==> src/pkg/irq_prox_regs.vh <==
// register offsets, fields, reset values and priority level counts of the interrupt status block
`ifndef IRQ_PROX_REGS_VH
`define IRQ_PROX_REGS_VH

`define STAT_ADDR        8'h00
`define RELOAD_ADDR      8'h04
`define CTRL_ADDR        8'h08
`define COUNT_ADDR       8'h0C

`define PRI_LSB          8
`define PRI_MSB          10
`define VEC_LSB          0
`define VEC_MSB          5

`define CTRL_MVEC_BIT    0
`define CTRL_PROX_PRI_LSB 4
`define CTRL_PROX_PRI_MSB 6

`define RELOAD_RST       32'h0000_0000
`define CTRL_RST         32'h0000_0000

`define N_PRI_LEVELS     7
`define N_SUB_LEVELS     4

`endif

==> src/rtl/irq_arbiter.v <==
// combinational arbiter that picks the highest priority pending source
`timescale 1ns/1ps
module irq_arbiter #(
	parameter N_SRC = 8
) (
	input  wire [N_SRC-1:0]   pend_i,
	input  wire [3*N_SRC-1:0] pri_i,
	input  wire [2*N_SRC-1:0] sub_i,
	output reg                any_o,
	output reg  [5:0]         vec_o,
	output reg  [2:0]         pri_o
);
	integer i;
	reg [4:0] best_key;
	reg [4:0] key;

	// priority 0 means disabled; ties go to the lowest source number
	always @* begin
		best_key = 5'h00;
		any_o = 1'b0;
		vec_o = 6'h00;
		pri_o = 3'h0;
		key = 5'h00;
		for (i = 0; i < N_SRC; i = i + 1) begin
			key = {pri_i[3*i +: 3], sub_i[2*i +: 2]};
			if (pend_i[i] && (pri_i[3*i +: 3] != 3'h0) && (key > best_key)) begin
				best_key = key;
				any_o = 1'b1;
				vec_o = i[5:0];
				pri_o = pri_i[3*i +: 3];
			end
		end
	end
endmodule // irq_arbiter

==> src/rtl/prox_timer.v <==
// proximity countdown timer, reloaded on a trigger event
`timescale 1ns/1ps
module prox_timer (
	input  wire        clk_i,
	input  wire        rst_n_i,
	input  wire        trig_i,
	input  wire [31:0] reload_i,
	output reg  [31:0] count_o,
	output wire        busy_o
);
	always @(posedge clk_i or negedge rst_n_i) begin
		if (!rst_n_i) begin
			count_o <= 32'h0000_0000;
		end else if (trig_i) begin
			count_o <= reload_i;
		end else if (count_o != 32'h0000_0000) begin
			count_o <= count_o - 32'h0000_0001;
		end
	end

	assign busy_o = (count_o != 32'h0000_0000);
endmodule // prox_timer

==> src/rtl/irq_status_prox.v <==
// interrupt prioritiser with presented-vector status and proximity hold-off timer
//
// How it works
// - status bits 10:8 show priority of latest interrupt given to the CPU
// - status bits 5:0 show vector number now presented to the CPU
// - status bits 31:11 and 7:6 always read zero
// - 32-bit read/write reload register, zero after reset
// - an interrupt event triggering the timer loads it from the reload register
// - single and multi vector modes, seven priorities, four subpriorities each
// - sources are prioritised here before a request reaches the CPU
//
// The plain strobed port and the placing of the registers are this design's own decisions.
`timescale 1ns/1ps
`include "irq_prox_regs.vh"
module irq_status_prox #(
	parameter N_SRC = 8
) (
	input  wire               MCLK_I,
	input  wire               RST_N_I,
	input  wire [7:0]         ADDR_I,
	input  wire [31:0]        WDATA_I,
	input  wire               WR_I,
	input  wire               RD_I,
	output reg  [31:0]        RDATA_O,
	input  wire [N_SRC-1:0]   SRC_PEND_I,
	input  wire [3*N_SRC-1:0] SRC_PRI_I,
	input  wire [2*N_SRC-1:0] SRC_SUB_I,
	output reg                CPU_REQ_O,
	output reg  [5:0]         CPU_VEC_O,
	output reg  [2:0]         CPU_PRI_O,
	output wire               MULTI_VEC_O
);
	reg  [31:0] proximity_reload_value_q;
	reg  [31:0] ctrl_q;
	reg  [2:0]  requested_priority_level_q;
	reg  [5:0]  presented_vector_number_q;
	reg         any_prev_q;
	wire        any;
	wire [5:0]  win_vec;
	wire [2:0]  win_pri;
	wire [31:0] count;
	wire        busy;
	wire        qualifies;
	wire        trig;
	wire        release_req;
	reg  [31:0] rdata_d;

	irq_arbiter #(.N_SRC(N_SRC)) u_arb (
		.pend_i (SRC_PEND_I),
		.pri_i  (SRC_PRI_I),
		.sub_i  (SRC_SUB_I),
		.any_o  (any),
		.vec_o  (win_vec),
		.pri_o  (win_pri)
	);

	// a request at or below the programmed threshold waits for the timer;
	// threshold zero disables the hold-off entirely
	assign qualifies = (win_pri <= ctrl_q[`CTRL_PROX_PRI_MSB:`CTRL_PROX_PRI_LSB]);
	assign trig = any && !any_prev_q && qualifies && !busy;
	assign release_req = any && !(qualifies && (busy || trig));
	assign MULTI_VEC_O = ctrl_q[`CTRL_MVEC_BIT];

	prox_timer u_tmr (
		.clk_i    (MCLK_I),
		.rst_n_i  (RST_N_I),
		.trig_i   (trig),
		.reload_i (proximity_reload_value_q),
		.count_o  (count),
		.busy_o   (busy)
	);

	always @(posedge MCLK_I or negedge RST_N_I) begin
		if (!RST_N_I) begin
			proximity_reload_value_q <= `RELOAD_RST;
			ctrl_q <= `CTRL_RST;
		end else if (WR_I) begin
			if (ADDR_I == `RELOAD_ADDR) begin
				proximity_reload_value_q <= WDATA_I;
			end
			if (ADDR_I == `CTRL_ADDR) begin
				ctrl_q <= {25'h0, WDATA_I[6:4], 3'h0, WDATA_I[0]};
			end
		end
	end

	// presentation to the CPU; the status fields keep the last one shown
	always @(posedge MCLK_I or negedge RST_N_I) begin
		if (!RST_N_I) begin
			any_prev_q <= 1'b0;
			CPU_REQ_O <= 1'b0;
			CPU_VEC_O <= 6'h00;
			CPU_PRI_O <= 3'h0;
			requested_priority_level_q <= 3'h0;
			presented_vector_number_q <= 6'h00;
		end else begin
			any_prev_q <= any;
			CPU_REQ_O <= release_req;
			if (release_req) begin
				CPU_VEC_O <= win_vec;
				CPU_PRI_O <= win_pri;
				presented_vector_number_q <= win_vec;
				requested_priority_level_q <= win_pri;
			end
		end
	end

	// fields are meaningful only in single-vector mode, software's concern
	always @* begin
		rdata_d = 32'h0000_0000;
		case (ADDR_I)
			`STAT_ADDR: begin
				rdata_d[`PRI_MSB:`PRI_LSB] = requested_priority_level_q;
				rdata_d[`VEC_MSB:`VEC_LSB] = presented_vector_number_q;
			end
			`RELOAD_ADDR: rdata_d = proximity_reload_value_q;
			`CTRL_ADDR: rdata_d = ctrl_q;
			`COUNT_ADDR: rdata_d = count;
			default: rdata_d = 32'h0000_0000;
		endcase
	end

	always @(posedge MCLK_I or negedge RST_N_I) begin
		if (!RST_N_I) begin
			RDATA_O <= 32'h0000_0000;
		end else if (RD_I) begin
			RDATA_O <= rdata_d;
		end else begin
			RDATA_O <= 32'h0000_0000;
		end
	end
endmodule // irq_status_prox

==> config.mk <==
export PLATFORM = sky130hd
export DESIGN_NAME = irq_status_prox
export DESIGN_NICKNAME = d
export VERILOG_FILES = /design/src/rtl/irq_arbiter.v /design/src/rtl/prox_timer.v /design/src/rtl/irq_status_prox.v
export VERILOG_INCLUDE_DIRS = /design/src /design/src/pkg
export SDC_FILE = /design/constraint.sdc
export NUM_CORES = 1
export LEC_CHECK = 0
export BUFFER_PORTS_ARGS = -buffer_cell sky130_fd_sc_hd__clkbuf_2
export CELL_PAD_IN_SITES_DETAIL_PLACEMENT = 0
export CELL_PAD_IN_SITES_GLOBAL_PLACEMENT = 1
export CORE_UTILIZATION = 43
export CTS_CLUSTER_DIAMETER = 50
export DETAILED_ROUTE_END_ITERATION = 8
export GPL_ROUTABILITY_DRIVEN = 0
export HOLD_SLACK_MARGIN = 0.05
export MAX_ROUTING_LAYER = met4
export PLACE_DENSITY_LB_ADDON = 0.08
export SYNTH_ARGS = -nofsm -noshare
export SYNTH_HDL_FRONTEND = slang
export SYNTH_SLANG_ARGS = --single-unit
==> constraint.sdc <==
create_clock -name MCLK_I -period 3.95 [get_ports MCLK_I]
set_input_delay 0.5925 -clock MCLK_I [delete_from_list [all_inputs] [get_ports MCLK_I]]
set_output_delay 0.5925 -clock MCLK_I [all_outputs]
set_load 0.02 [all_outputs]
==> metrics.cfg, run 1 <==
[floorplanning]
die-height_um = 129
ios = 135
rows = 45
initial_core_util_pct = 44.7
core-area_um2 = 15400
die_x_um = 129
fp.dieArea_um2 = 16500

[global_routing]
globalRouteTotalUtil_pct = 24.8
grt_pass1_wl_mm = 31.5
grt.overflow.total = 0
antenna_found_initial = 0
grt_max_degree = 55
first_global_vias = 6541

[clocking]
clockRootBuffer = clkbuf_16
cts_buffers = 9
cts_tree = built
clkTransAtPathRegs_ns = 0.07
ctsHtreeMaxLevel = 3
clock_path_buffers = 2
clk_latency_ns = 0.35
cts.sink_count = 108

[sta]
hold_viol_final = 0
tightest_slew_ns = 0.693
fin_crit_sh_pct = 315
setup_viol = 40
worst_slack_ns = -8.49
slew-limit-headroom_pct = 53.8
drv_slew = 0
min_period_ns = 12.44
rsz0062_at_grt = yes
fmax_mhz = 80.4
fin_skew_ns = 0.0115

[job]
cap_viol_max_count = 0

[worst_setup_path]
path_common_cell = ha_4
worstReg2RegStart = u_tmr.count_o[2]$_DFFE_PN0P_
worst_path_max_delay_cell = or4b_4
critical_path_arrival_ns = 12.67
cpPeakStageDelay_ns = 0.47
path_class = primary input to register
startpoint_type = primary input
end_kind = register
crit_fanout = 6
cp.required_ns = 4.18
setup.worst_path.start = SRC_PRI_I[2]

[synthesis]
netlist_instances = 713
ys_warn_count = 0
ys_seq_elements = 108
synth.cell_area_um2 = 6900
synthArstFlopShare_pct = 100
seq_area_frac_synth_pct = 39.2
ys_types = 85
synth_edf_count = 0
avgSynthCellArea_um2 = 9.67
synth_ff_type = dfrtp_1

[placement]
dp_hpwl_mm = 14.7
place_ws_ns = -9.06
place_area_um2 = 8950
port_buffers = 131
place_inst = 1160

[final_layout]
layout_commonest_cell = buf_4
post-route-cell-area_um2 = 10100
final_cells = 1221
antennaDiodeCount = 0
finalNetCount = 1127
layout-drive-gt1-share_pct = 49.5
layout_common_cells = 167 x buf_4, 129 x clkbuf_2, 108 x dfrtp_1
area_growth_pct = 46.3
utilization_pct = 65.4

[run_status]
outcome = finished with violations
failed_checks = setup timing

[drt]
routed_wl_mm = 19.8
ant_nets = 0
viasPerCell = 5.29
via_count = 6465
post_drt_wl_per_cell_um = 16.2
drc = 0
first_pass_iters = 4
drt_iter0_markers = 227

[power_and_ir_drop]
p_per_area_nw_per_um2 = 410
power_mw = 4.14
worst_ir_drop_vdd_mv = 0.272
leakage_nw = 4.68

[worst_hold_path]
hold_path_class = primary input to asynchronous set/reset pin

## per-stage QoR
| step | setup TNS (ns) | hold slack, ns |
|---|---|---|
| floorplan | -361.37 | 0.297 |
| global placement | -343.56 | 0.496 |
| detailed placement | -358.66 | 0.511 |
| CTS | -327.91 | 0.310 |
| global route | -356.15 | 0.337 |
| finish | -334.28 | 0.296 |
## critical path: cells and delay by family
kind,cells,cell delay (ns)
AND/OR/NAND/NOR,19,3.76
AO/OA/AOI/OAI,26,4.08
multiplexers,5,1.51
adder cells (fa/ha/maj),8,1.95
buffers and inverters,8,0.73
## cell families (layout without fill, tap and decap cells)
logic type	count (synthesis)	in the layout	share of synthesized area, %
and+or+nand+nor	243	243	17.9
AOI/OAI and AO/OA	147	147	15.1
DFF	108	108	39.2
muxes	91	91	14.7
buffers and inverters	67	362	4.25
adders and majority gates	30	30	5.44
xor gates and xnor gates	26	26	3.41
other	1	3	0.0544
## layer usage
layer	up-vias	wire [um]	track usage (%)
li1	3166	-	-
met1	3158	9340	32.6
met2	117	9610	40.7
met3	24	558	3.33
met4	0	259	5.33
met5	-	0	-
## path summary, 6_finish.rpt
path	slack [ns]	end	depth (start not counted)
worst max-delay path	-8.49	requested_priority_level_q[1]$_DFFE_PN0P_	66
max in group asynchronous	2.77	proximity_reload_value_q[29]$_DFFE_PN0P_	2
worst min register to register	0.52	ctrl_q[5]$_DFFE_PN0P_	1
worst min-delay path	0.30	ctrl_q[6]$_DFFE_PN0P_	1
min in group MCLK_I	0.47	proximity_reload_value_q[25]$_DFFE_PN0P_	2
worst max register to register	0.38	u_tmr.count_o[29]$_DFFE_PN0P_	14
## report_power, final
group	internal, mW	total, mW	switching (mW)
Combinational	1.12	2.06	0.941
Sequential	1.17	1.23	0.0656
Clock	0.437	0.846	0.409
Total	2.72	4.14	1.42
## synthesized netlist by cell type (all sizes together) (5+ instances only)
| cell type | number | area (um^2) |
|---|---|---|
| a211o | 6 | 52.6 |
| o31ai | 6 | 45.0 |
| a31oi | 13 | 81.3 |
| a21o | 8 | 60.1 |
| buf | 12 | 83.8 |
| xor2 | 11 | 96.3 |
| o21a | 7 | 53.8 |
| nand4 | 9 | 62.6 |
| nand3 | 18 | 95.1 |
| ha | 30 | 375 |
| mux2 | 50 | 578 |
| o21ai | 29 | 153 |
| clkbuf | 22 | 85.1 |
| o22ai | 15 | 93.8 |
| mux2i | 40 | 413 |
| nor2 | 78 | 305 |
| nor3 | 20 | 100 |
| nor2b | 5 | 31.3 |
| inv | 33 | 124 |
| xnor2 | 15 | 139 |
| nand2b | 7 | 43.8 |
| dfrtp | 108 | 2700 |
| a21oi | 31 | 170 |
| nand2 | 56 | 210 |
| or3 | 10 | 67.6 |
| nor3b | 6 | 45.0 |
## registers in the layout, indices dropped and copies added, names as in the netlist
register	flops
CPU_REQ_O	1
RDATA_O	32
any_prev_q	1
ctrl_q	4
presented_vector_number_q	3
proximity_reload_value_q	32
requested_priority_level_q	3
u_tmr.count_o	32
## timing repair
item / CTS / global route
endpoints found under the setup margin: 40 / 40
hold buffers: 0 / 0
pin swaps: 39 / 33
setup buffers: 29 / 15
gates resized for setup: 44 / 62
cloned: 1 / 0
## area by class of cell
type / instances / area [um^2]
multi-input cells: 540 / 4600
fillers: 1327 / 5340
clock buffers: 11 / 233
flip-flops and latches: 108 / 2700
well taps: 211 / 264
inverters: 33 / 126
repair buffers: 313 / 2110
clock inverters: 5 / 46.3
(Power assumes the default switching activity.)
==> run 2, diff against run 1 <==
--- a/config.mk
+++ b/config.mk
@@ -13,7 +13,6 @@
 export CTS_CLUSTER_DIAMETER = 50
 export DETAILED_ROUTE_END_ITERATION = 8
 export GPL_ROUTABILITY_DRIVEN = 0
-export HOLD_SLACK_MARGIN = 0.05
 export MAX_ROUTING_LAYER = met4
 export PLACE_DENSITY_LB_ADDON = 0.08
 export SYNTH_ARGS = -nofsm -noshare
==> constraint.sdc (replaced) <==
create_clock -name MCLK_I -period 3.95 [get_ports MCLK_I]
set_input_delay 0.395 -clock MCLK_I [delete_from_list [all_inputs] [get_ports MCLK_I]]
set_output_delay 0.395 -clock MCLK_I [all_outputs]
set_load 0.02 [all_outputs]
==> metrics.cfg, run 2 (synthesized netlist as in run 1, its figures left out) <==
[worst_setup_path]
path_common_cell = ha_4
worst_path_max_delay_cell = or4b_4
cpPeakStageDelay_ns = 0.46  ; about the same
cp_top_family = compound AO/OA/AOI/OAI gates
startpoint_type = primary input
crit_buf_inv = 8  ; unchanged
worst-path-stages = 71  ; +7.6%
end_kind = register
cp.required_ns = 4.19  ; about the same
crit_fanout = 6  ; unchanged
critical_path_arrival_ns = 12.48  ; -0.19 ns
worstRegToRegCells = 12  ; -2
path_class = primary input to register

[clocking]
clk_latency_ns = 0.35  ; about the same
cts_buffers = 9  ; unchanged
clockRootBuffer = clkbuf_16
clkTransAtPathRegs_ns = 0.07  ; about the same
cts_hold_buf = 0  ; unchanged
clock_path_buffers = 2  ; unchanged
ctsHtreeMaxLevel = 3  ; unchanged
cts.sink_count = 108  ; unchanged
cts_tree = built

[sta]
fin_crit_sh_pct = 310  ; -5.1 points
setup_viol = 40  ; unchanged
slew-limit-headroom_pct = 47.1  ; -6.7 points
tightest_slew_ns = 0.793  ; +0.100 ns
tns_ns = -326.96  ; +7.32 ns
min_period_ns = 12.24  ; -0.199 ns
worst_slack_ns = -8.29  ; +0.199 ns
rsz0062_at_grt = yes
fin_skew_ns = 0.0119  ; +0.000441 ns
hold_viol_final = 0  ; unchanged
fmax_mhz = 81.7  ; +1.6%
hold_slack_ns = 0.136  ; -0.160 ns
drv_slew = 0  ; unchanged

[final_layout]
utilization_pct = 64.5  ; -0.84 points
layout-drive-gt1-share_pct = 47.4  ; -2.1 points
layout_common_cells = 168 x buf_4, 129 x clkbuf_2, 108 x dfrtp_1
n_fill_cell = 1320  ; -0.53%
register_area_um2 = 2700  ; unchanged
largest_registers = RDATA_O x32, proximity_reload_value_q x32, u_tmr.count_o x32
antennaDiodeCount = 0  ; unchanged
multi_input_area_um2 = 4510  ; -2.0%
post-route-cell-area_um2 = 9950  ; -1.3%
area_growth_pct = 44.4
layout_commonest_cell = buf_4
finalNetCount = 1122  ; -0.44%

[floorplanning]
core-area_um2 = 15400  ; unchanged
die_x_um = 129  ; unchanged
fp.dieArea_um2 = 16500  ; unchanged
rows = 45  ; unchanged
ios = 135  ; unchanged
die-height_um = 129  ; unchanged
initial_core_util_pct = 44.7  ; unchanged

[drt]
post_drt_wl_per_cell_um = 16.3  ; +0.43%
ant_nets = 0  ; unchanged
first_pass_iters = 5  ; +1
drt_iter0_markers = 326  ; +44%
viasPerCell = 5.32  ; +0.54%
routed_wl_mm = 19.8  ; about the same
via_count = 6473  ; +0.12%
drc = 0  ; unchanged

[run_status]
outcome = finished with violations
failed_checks = setup timing

[placement]
port_buffers = 131  ; unchanged
dp_hpwl_mm = 14.8  ; +0.58%
place_area_um2 = 8950  ; about the same

[worst_hold_path]
hold_path_class = primary input to asynchronous set/reset pin

[power_and_ir_drop]
pwr-share-clk_pct = 22.0  ; +1.5 points
p_per_area_nw_per_um2 = 413  ; +0.75%
swShare_pct = 33.8  ; -0.40 points
internal_power_mw = 2.72  ; about the same
worst_ir_drop_vdd_mv = 0.263  ; -3.3%
power.share.combinational_pct = 48.2  ; -1.6 points
power_mw = 4.12  ; -0.55%
switchingPower_mw = 1.39  ; -1.7%
leakage_nw = 4.64  ; -0.88%
pwr-share-seq_pct = 29.8  ; about the same

[job]
cap_viol_max_count = 0  ; unchanged

[global_routing]
grt_pass1_wl_mm = 32.3  ; +2.6%
grt.overflow.total = 0  ; unchanged
globalRouteTotalUtil_pct = 25.5  ; +0.75 points
antenna_found_initial = 0  ; unchanged
first_global_vias = 6513  ; -0.43%
grt_max_degree = 64  ; +16%

[run 2: power groups by stage]
stage / sequential, mW / combinational [mW] / clock [mW]
after global routing: 1.23 / 2.14 / 0.963
final: 1.23 / 1.98 / 0.904
after global placement: 1.24 / 1.52 / 0
after floorplan: 1.27 / 0.878 / 0
after CTS: 1.22 / 1.84 / 0.922
after detailed placement: 1.24 / 1.57 / 0
[run 2: path summary, 6_finish.rpt]
path | slack (ns) | startpoint | end
max | -8.29 | SRC_PRI_I[2] | presented_vector_number_q[2]$_DFFE_PN0P_
min | 0.14 | RST_N_I | ctrl_q[5]$_DFFE_PN0P_
max reg2reg | 0.41 | u_tmr.count_o[0]$_DFFE_PN0P_ | presented_vector_number_q[2]$_DFFE_PN0P_
min reg2reg | 0.53 | ctrl_q[5]$_DFFE_PN0P_ | ctrl_q[5]$_DFFE_PN0P_
max in group asynchronous | 2.97 | RST_N_I | RDATA_O[30]$_DFF_PN0_
min in group MCLK_I | 0.27 | WDATA_I[25] | proximity_reload_value_q[25]$_DFFE_PN0P_
[run 2: worst register-to-register path: cells and delay by family (launching register included)]
kind,cells,cell delay (ns)
AND/OR/NAND/NOR,6,1.82
AO/OA/AOI/OAI,2,0.38
buffers and inverters,2,0.28
adder cells (fa/ha/maj),1,0.19
multiplexers,1,0.34
flip-flops,1,0.41
[run 2: stage by stage]
step / worst slack (ns) / cells
6_report: -8.29 / 1216
5_1_grt: -8.92 / 1216
4_1_cts: -8.08 / 1207
3_5_place_dp: -8.90 / 1161
3_3_place_gp: -8.49 / 1161
2_1_floorplan: -8.99 / 715
[run 2: what timing repair did]
item,4_1_cts,5_1_grt
resized for setup,47,29
setup buffers,29,10
pin swaps,34,19
endpoints found under the setup margin,40,40
gates cloned,1,0
[run 2: final cells by class]
type	instances	area share (%)
Multi-Input combinational cell	540	45.3
Sequential cell	108	27.1
Timing Repair Buffer	308	20.6
Tap cell	211	2.65
Clock buffer	11	2.34
Inverter	33	1.27
Clock inverter	5	0.603
[run 2: routing by layer]
metal	global-route usage [%]	vias to the layer above	wire length, um
met4	5.81	0	283
met5	-	-	0
met1	33.7	3129	9060
met3	3.78	27	776
li1	-	3159	-
met2	41.4	158	9650
